--- src/gpcfg_regs.svh ---
`ifndef GPCFG_REGS_SVH
`define GPCFG_REGS_SVH

`define GPCFG_OFS_DRIVE     8'h04
`define GPCFG_OFS_SPEED     8'h08
`define GPCFG_OFS_PULL      8'h0C
`define GPCFG_OFS_SAMPLE    8'h10
`define GPCFG_OFS_LATCH     8'h14
`define GPCFG_OFS_SETCLR    8'h18
`define GPCFG_OFS_FREEZE    8'h1C

`define GPCFG_RST_SPEED_FIRST 32'h0C00_0000
`define GPCFG_RST_PULL_FIRST  32'h2400_0000
`define GPCFG_RST_ZERO        32'h0000_0000

`define GPCFG_KEY_BIT       16
`define GPCFG_PINS          16

`endif

--- src/gpcfg_pkg.sv ---
package gpcfg_pkg;

  // Register bus request carried as one group
  typedef struct packed {
    logic        sel;
    logic        wr;
    logic [7:0]  addr;
    logic [3:0]  be;
    logic [31:0] wdata;
  } gpcfg_req_type;

  typedef enum logic [1:0] {
    GPCFG_SPD_LOW  = 2'b00,
    GPCFG_SPD_MID  = 2'b01,
    GPCFG_SPD_HIGH = 2'b11
  } gpcfg_speed_type;

  typedef enum logic [1:0] {
    GPCFG_PULL_NONE = 2'b00,
    GPCFG_PULL_UP   = 2'b01,
    GPCFG_PULL_DOWN = 2'b10
  } gpcfg_pull_type;

  // Freeze key sequence: write 1, write 1, read 0, read 1
  typedef enum logic [2:0] {
    GPCFG_KEY_IDLE = 3'b000,
    GPCFG_KEY_W1   = 3'b001,
    GPCFG_KEY_W2   = 3'b010,
    GPCFG_KEY_R1   = 3'b011,
    GPCFG_KEY_ON   = 3'b100
  } gpcfg_key_type;

endpackage

--- src/gpcfg_port.sv ---
`timescale 1ns/100ps
`include "gpcfg_regs.svh"
module gpcfg_port
  import gpcfg_pkg::*;
#(
  parameter int PORT_INDEX = 0
) (
  // Clock and reset
  input  wire logic          clk_sys,
  input  wire logic          sys_rst,
  // Register access
  input  wire gpcfg_req_type bus_req,
  output logic [31:0]        bus_rdata,
  // Pads
  input  wire logic [15:0]   pad_in,
  output logic [15:0]        pad_out,
  output logic [15:0]        pad_oe,
  // Configuration seen by the pad cells
  output logic [31:0]        speed_field,
  output logic [31:0]        pull_field,
  output logic [15:0]        drive_type_bit
);

  localparam logic [31:0] SPEED_RST = (PORT_INDEX == 0) ? `GPCFG_RST_SPEED_FIRST
                                                        : `GPCFG_RST_ZERO;
  localparam logic [31:0] PULL_RST  = (PORT_INDEX == 0) ? `GPCFG_RST_PULL_FIRST
                                                        : `GPCFG_RST_ZERO;
  localparam bit HAS_FREEZE = (PORT_INDEX < 2);

  logic [15:0]   drive_r;
  logic [31:0]   speed_r;
  logic [31:0]   pull_r;
  logic [15:0]   latch_r;
  logic [15:0]   pad_meta_r;
  logic [15:0]   pad_sync_r;
  logic [15:0]   sample_r;
  logic [15:0]   freeze_bits_r;
  gpcfg_key_type key_r;
  gpcfg_key_type key_nxt;
  logic [31:0]   rdata_nxt;

  // Byte-enable mask expanded to bits
  function automatic logic [31:0] lane_mask(input logic [3:0] be);
    lane_mask = {{8{be[3]}}, {8{be[2]}}, {8{be[1]}}, {8{be[0]}}};
  endfunction

  wire        wr_go     = bus_req.sel & bus_req.wr;
  wire        rd_go     = bus_req.sel & ~bus_req.wr;
  wire [31:0] wmask     = lane_mask(bus_req.be);
  wire        key_on    = (key_r == GPCFG_KEY_ON);
  wire [31:0] lock2     = {{2{freeze_bits_r[15]}}, {2{freeze_bits_r[14]}},
                           {2{freeze_bits_r[13]}}, {2{freeze_bits_r[12]}},
                           {2{freeze_bits_r[11]}}, {2{freeze_bits_r[10]}},
                           {2{freeze_bits_r[9]}},  {2{freeze_bits_r[8]}},
                           {2{freeze_bits_r[7]}},  {2{freeze_bits_r[6]}},
                           {2{freeze_bits_r[5]}},  {2{freeze_bits_r[4]}},
                           {2{freeze_bits_r[3]}},  {2{freeze_bits_r[2]}},
                           {2{freeze_bits_r[1]}},  {2{freeze_bits_r[0]}}};
  wire [31:0] frz2      = key_on ? lock2 : 32'h0000_0000;
  wire [15:0] frz1      = key_on ? freeze_bits_r : 16'h0000;
  wire [31:0] cfg_wmask = wmask & ~frz2;
  wire [15:0] drv_wmask = wmask[15:0] & ~frz1;

  wire wr_drive  = wr_go & (bus_req.addr == `GPCFG_OFS_DRIVE);
  wire wr_speed  = wr_go & (bus_req.addr == `GPCFG_OFS_SPEED);
  wire wr_pull   = wr_go & (bus_req.addr == `GPCFG_OFS_PULL);
  wire wr_latch  = wr_go & (bus_req.addr == `GPCFG_OFS_LATCH);
  wire wr_setclr = wr_go & (bus_req.addr == `GPCFG_OFS_SETCLR);
  wire frz_hit   = HAS_FREEZE & (bus_req.addr == `GPCFG_OFS_FREEZE);
  wire wr_frz    = wr_go & frz_hit & ~key_on & (&bus_req.be[2:0]);
  wire rd_frz    = rd_go & frz_hit;
  wire wr_key1   = wr_frz & bus_req.wdata[`GPCFG_KEY_BIT]
                   & (bus_req.wdata[15:0] == freeze_bits_r);
  wire [15:0] set_req = wr_setclr ? (bus_req.wdata[15:0] & wmask[15:0]) : 16'h0000;
  wire [15:0] clr_req = wr_setclr ? (bus_req.wdata[31:16] & wmask[31:16]) : 16'h0000;

  // Drive, speed and pull writes update only enabled, unfrozen bits; latch writes update enabled bits, frozen or not
  wire [15:0] drive_nxt = wr_drive ? ((drive_r & ~drv_wmask) | (bus_req.wdata[15:0] & drv_wmask))
                                   : drive_r;
  wire [31:0] speed_nxt = wr_speed ? ((speed_r & ~cfg_wmask) | (bus_req.wdata & cfg_wmask))
                                   : speed_r;
  wire [31:0] pull_nxt  = wr_pull ? ((pull_r & ~cfg_wmask) | (bus_req.wdata & cfg_wmask))
                                  : pull_r;
  wire [15:0] latch_wr  = wr_latch ? ((latch_r & ~wmask[15:0]) | (bus_req.wdata[15:0] & wmask[15:0]))
                                   : latch_r;
  // Clear applied first so a set on the same pin wins
  wire [15:0] latch_nxt = (latch_wr & ~clr_req) | set_req;

  // Sequence restarts on any freeze access that breaks it, pin bits must hold
  always_comb begin
    key_nxt = key_r;
    unique case (key_r)
      GPCFG_KEY_IDLE: if (wr_key1) key_nxt = GPCFG_KEY_W1;
      GPCFG_KEY_W1:   if (wr_frz) key_nxt = wr_key1 ? GPCFG_KEY_W2 : GPCFG_KEY_IDLE;
                      else if (rd_frz) key_nxt = GPCFG_KEY_IDLE;
      GPCFG_KEY_W2:   if (rd_frz) key_nxt = GPCFG_KEY_R1;
                      else if (wr_frz) key_nxt = wr_key1 ? GPCFG_KEY_W1 : GPCFG_KEY_IDLE;
      GPCFG_KEY_R1:   if (rd_frz) key_nxt = GPCFG_KEY_ON;
                      else if (wr_frz) key_nxt = wr_key1 ? GPCFG_KEY_W1 : GPCFG_KEY_IDLE;
      GPCFG_KEY_ON:   key_nxt = GPCFG_KEY_ON;
      default:        key_nxt = GPCFG_KEY_IDLE;
    endcase
  end

  // Read data; the key reads 0 on the first read of the sequence
  wire key_rd = (key_r == GPCFG_KEY_R1) | key_on;
  always_comb begin
    rdata_nxt = 32'h0000_0000;
    if (rd_go) begin
      unique case (bus_req.addr)
        `GPCFG_OFS_DRIVE:  rdata_nxt = {16'h0000, drive_r};
        `GPCFG_OFS_SPEED:  rdata_nxt = speed_r;
        `GPCFG_OFS_PULL:   rdata_nxt = pull_r;
        `GPCFG_OFS_SAMPLE: rdata_nxt = {16'h0000, sample_r};
        `GPCFG_OFS_LATCH:  rdata_nxt = {16'h0000, latch_r};
        `GPCFG_OFS_SETCLR: rdata_nxt = 32'h0000_0000;
        `GPCFG_OFS_FREEZE: rdata_nxt = HAS_FREEZE ? {15'h0000, key_rd, freeze_bits_r}
                                                  : 32'h0000_0000;
        default:           rdata_nxt = 32'h0000_0000;
      endcase
    end
  end

  always_ff @(posedge clk_sys or posedge sys_rst) begin
    if (sys_rst) begin
      drive_r   <= 16'h0000;
      speed_r   <= SPEED_RST;
      pull_r    <= PULL_RST;
      latch_r   <= 16'h0000;
      key_r     <= GPCFG_KEY_IDLE;
      bus_rdata <= 32'h0000_0000;
    end else begin
      drive_r   <= drive_nxt;
      speed_r   <= speed_nxt;
      pull_r    <= pull_nxt;
      latch_r   <= latch_nxt;
      key_r     <= key_nxt;
      bus_rdata <= rdata_nxt;
    end
  end

  always_ff @(posedge clk_sys or posedge sys_rst) begin
    if (sys_rst) begin
      freeze_bits_r <= 16'h0000;
    end else if (wr_frz) begin
      freeze_bits_r <= bus_req.wdata[15:0];
    end
  end

  // Pads are asynchronous: two stages, then the sample register (no reset, undefined)
  always_ff @(posedge clk_sys) begin
    pad_meta_r <= pad_in;
    pad_sync_r <= pad_meta_r;
    sample_r   <= pad_sync_r;
  end

  // Open-drain releases the pad for a one, push-pull always drives
  assign pad_out        = latch_r;
  assign pad_oe         = ~(drive_r & latch_r);
  assign speed_field    = speed_r;
  assign pull_field     = pull_r;
  assign drive_type_bit = drive_r;

  a_latch_set_wins: assert property (@(posedge clk_sys) disable iff (sys_rst)
    set_req[7] |=> latch_r[7]) else $error("set request did not set latch");
  a_latch_clr_only: assert property (@(posedge clk_sys) disable iff (sys_rst)
    (clr_req[7] && !set_req[7] && !(wr_latch && bus_req.be[0]))
    |=> !latch_r[7]) else $error("clear request did not clear latch");
  a_sample_follows: assert property (@(posedge clk_sys) disable iff (sys_rst)
    ##3 sample_r == $past(pad_in, 3)) else $error("sample lags pad by wrong amount");
  a_od_release: assert property (@(posedge clk_sys) disable iff (sys_rst)
    (drive_r[0] && latch_r[0]) |-> !pad_oe[0]) else $error("open drain drove high");
  a_pp_drive: assert property (@(posedge clk_sys) disable iff (sys_rst)
    !drive_r[2] |-> pad_oe[2] && pad_out[2] == latch_r[2]) else $error("push-pull not driven");
  a_setclr_reads0: assert property (@(posedge clk_sys) disable iff (sys_rst)
    (rd_go && bus_req.addr == `GPCFG_OFS_SETCLR) |=> bus_rdata == 32'h0000_0000)
    else $error("set/clear register read nonzero");
  a_key_sticks: assert property (@(posedge clk_sys) disable iff (sys_rst)
    key_on |=> key_on && $stable(freeze_bits_r)) else $error("freeze key dropped");
  a_frozen_speed: assert property (@(posedge clk_sys) disable iff (sys_rst)
    (key_on && freeze_bits_r[0]) |=> speed_r[1:0] == $past(speed_r[1:0]))
    else $error("frozen speed field changed");
  a_sample_upper0: assert property (@(posedge clk_sys) disable iff (sys_rst)
    (rd_go && bus_req.addr == `GPCFG_OFS_SAMPLE) |=> bus_rdata[31:16] == 16'h0000)
    else $error("sample upper half nonzero");

endmodule // gpcfg_port

--- config.mk ---
export PLATFORM = sky130hd
export DESIGN_NAME = gpcfg_port
export DESIGN_NICKNAME = d
export VERILOG_FILES = /design/src/gpcfg_pkg.sv /design/src/gpcfg_port.sv
export VERILOG_INCLUDE_DIRS = /design/src
export SDC_FILE = /design/constraint.sdc
export NUM_CORES = 1
export LEC_CHECK = 0
export ABC_CLOCK_PERIOD_IN_PS = 6050
export CORE_MARGIN = 10
export CORE_UTILIZATION = 43
export CTS_CLUSTER_DIAMETER = 150
export DETAILED_ROUTE_END_ITERATION = 6
export DONT_BUFFER_PORTS = 1
export SETUP_SLACK_MARGIN = 0.15
export SYNTH_ARGS = -nofsm -noshare
export SYNTH_HDL_FRONTEND = slang
export SYNTH_SLANG_ARGS = --single-unit
--- constraint.sdc ---
create_clock -name clk_sys -period 6.05 [get_ports clk_sys]
set_input_delay 0.3025 -clock clk_sys [delete_from_list [all_inputs] [get_ports clk_sys]]
set_output_delay 0.3025 -clock clk_sys [all_outputs]
set_load 0.01 [all_outputs]
==> metrics.yaml <==
critPathRequiredTime_ps: 6390
tritoncts: "yes"
finalCriticalPeriod_ps: 2110
finalCritPeriodShare: 0.349
finClkSkew_ps: 8.40
dr.pass1.iters: 5
num-fill-cells: 1596
clock_tree.root_cell: "clkbuf_16"
die_height_um: 155
p_comb_frac: 0.032
ys_seq_area_frac: 0.596
netlist_area_um2: 7790
p_leak_uw: 0.00395
post_cts_buffers: 0
nNetsFinal: 734
core_area_um2: 17900
whs_path_depth: 1
rsz0062_at_grt: "no"
place_inst: 835
outcome: "complete, no violations"
maxSlewHeadroom: 0.315
hold_class: "input pin to flip-flop"
synth_seq_cells: 195
synth.avg_cell_area_um2: 12.4
synth_enable_flop_cells: 0
hold_viol: 0
clkSinkCount: 195
multiInputGateArea_um2: 2990
drcViolationCount: 0
power_density_nw_per_um2: 284
final.setup.tns_ps: 0
antenna_left: 0
ff_latch_area_um2: 4640
ir_drop_v: 0.000201
p_sw_frac: 0.242
cts_inserted_buffers: 17
p_clk_frac: 0.440
synth_warnings: 0
r2r_cells: 6
grt_pass1_wl_mm: 36.7
pwr-share-seq: 0.528
setup_viol: 0
drive_gt1_frac: 0.198
die_w_um: 155
grt_max_degree: 76
antenna_found_initial: 0
worstSetupStartpointType: "flip-flop"
design.die.area_um2: 23900
io_buffers: 0
drv_slew: 0
final_util: 0.504
vias: 5406
synthArstFlopShare: 0.754
synthFlopType: "dfrtp_1"
ios: 208
criticalPathCategory: "flip-flop to flip-flop"
synthDistinctLibCells: 48
cts_max_path_buffers: 2
clock.fmax_mhz: 473
syn_inst: 628
clk_latency_ps: 440
cp-end-kind: "flip-flop"
grt_pass1_vias: 5566
final_cell_mix: "dfrtp_1, nand2_1, mux2_2, dfxtp_1, dlygate4sd3_1"
path_max_fanout: 21
cts_resized: 0
post_drt_wl_per_cell_um: 27.0
cts_max_level: 4
placementRows: 49
gr-total-overflow: 0
final_cells: 912
intPower_uw: 1940
syn_to_final_growth_pct: 15.9
hpwlAfterDp_mm: 17.5
p_switching_uw: 620
place_congestion: 0.860
initial_core_util: 0.435
clk_pin_slew_ps: 80
syn-num-nets: 692
worstPathArrival_ps: 2450
viasPerCell: 5.93
r2r_slack_ps: 3940
track_usage: 0.201
cap_viol_max_count: 0
antenna_cells: 0
layout_commonest_cell: "dfrtp_1"
routed_wirelength_mm: 24.6
tightest_slew_ps: 1030
first_iter_violations: 469
[Yosys cell counts, drive strengths merged, types with 8 or more instances]
cell	n	area, um2
a21oi	28	140
nand2	90	348
a221oi	10	87.6
nand3	15	75.1
buf	21	121
dfxtp	48	961
a22oi	26	195
mux2i	16	160
clkbuf	8	30.0
a32o	16	160
dfrtp	143	3580
xnor2	16	140
nor2	37	139
mux2	96	1110
[cells by family (layout without fill, tap and decap cells)]
kind of cell | after synthesis | count (layout) | share of synthesized area
AOI/OAI and AO/OA | 93 | 93 | 0.0888
xor gates and xnor gates | 18 | 18 | 0.0202
buffers and inverters | 31 | 86 | 0.0204
DFF | 195 | 195 | 0.596
muxes | 112 | 112 | 0.163
and+or+nand+nor | 179 | 179 | 0.111
[stage by stage]
step | hold slack (ps) | setup WS (ps) | power (uW) | area [um2]
floorplan | 310 | 1800 | 1420 | 7790
global placement | 309 | 3630 | 1430 | 7990
detailed placement | 312 | 3580 | 1430 | 7990
CTS | 0.302 | 4010 | 2570 | 8980
global route | 0.339 | 3810 | 2630 | 9030
finish | 5.40 | 3940 | 2560 | 9030
[power groups by stage]
stage | clock network (uW) | registers, uW | logic (uW)
after global routing | 1190 | 1360 | 90.7
after global placement | 0 | 1380 | 53.8
after floorplan | 0 | 1370 | 47.6
after CTS | 1140 | 1350 | 81.0
after detailed placement | 0 | 1380 | 55.6
final | 1130 | 1350 | 82.7
[final cells by class]
type | count | share of cell area
multi-input combinational | 402 | 0.331
tap | 229 | 0.0317
clock inverter | 13 | 0.0150
sequential | 195 | 0.514
timing repair buffer | 52 | 0.0557
inverter | 2 | 0.00139
clock buffer | 19 | 0.0503
[repair_timing]
action	in CTS	in global routing
endpoints found under the setup margin	0	0
endpoints found under the hold margin	132	5
hold buffers	40	5
[layer usage]
layer	vias up	wire length (um)	global-route usage
met5	-	0	0
met4	0	676	0.0715
met3	49	2510	0.0832
met2	254	12000	0.327
met1	2753	9350	0.233
li1	2350	-	-
[worst paths after layout]
kind	start	endpoint
worst max-delay path	key_r[2]	key_r[1]
worst min-delay path	bus_req[15]	flip-flop
worst max register to register	key_r[2]	key_r[1]
worst min register to register	pad_meta_r[12]	pad_sync_r[12]
max in group asynchronous	sys_rst	asynchronous set/reset pin
min in group asynchronous	sys_rst	bus_rdata[17]
[critical path: stages, from the launching register on]
cell,delay (ps)
dfrtp_1,420
nor3b_2,180
buf_4,220
nand3b_1,200
nor4_1,530
a31oi_1,180
a211oi_1,280
(Power assumes the default switching activity.)
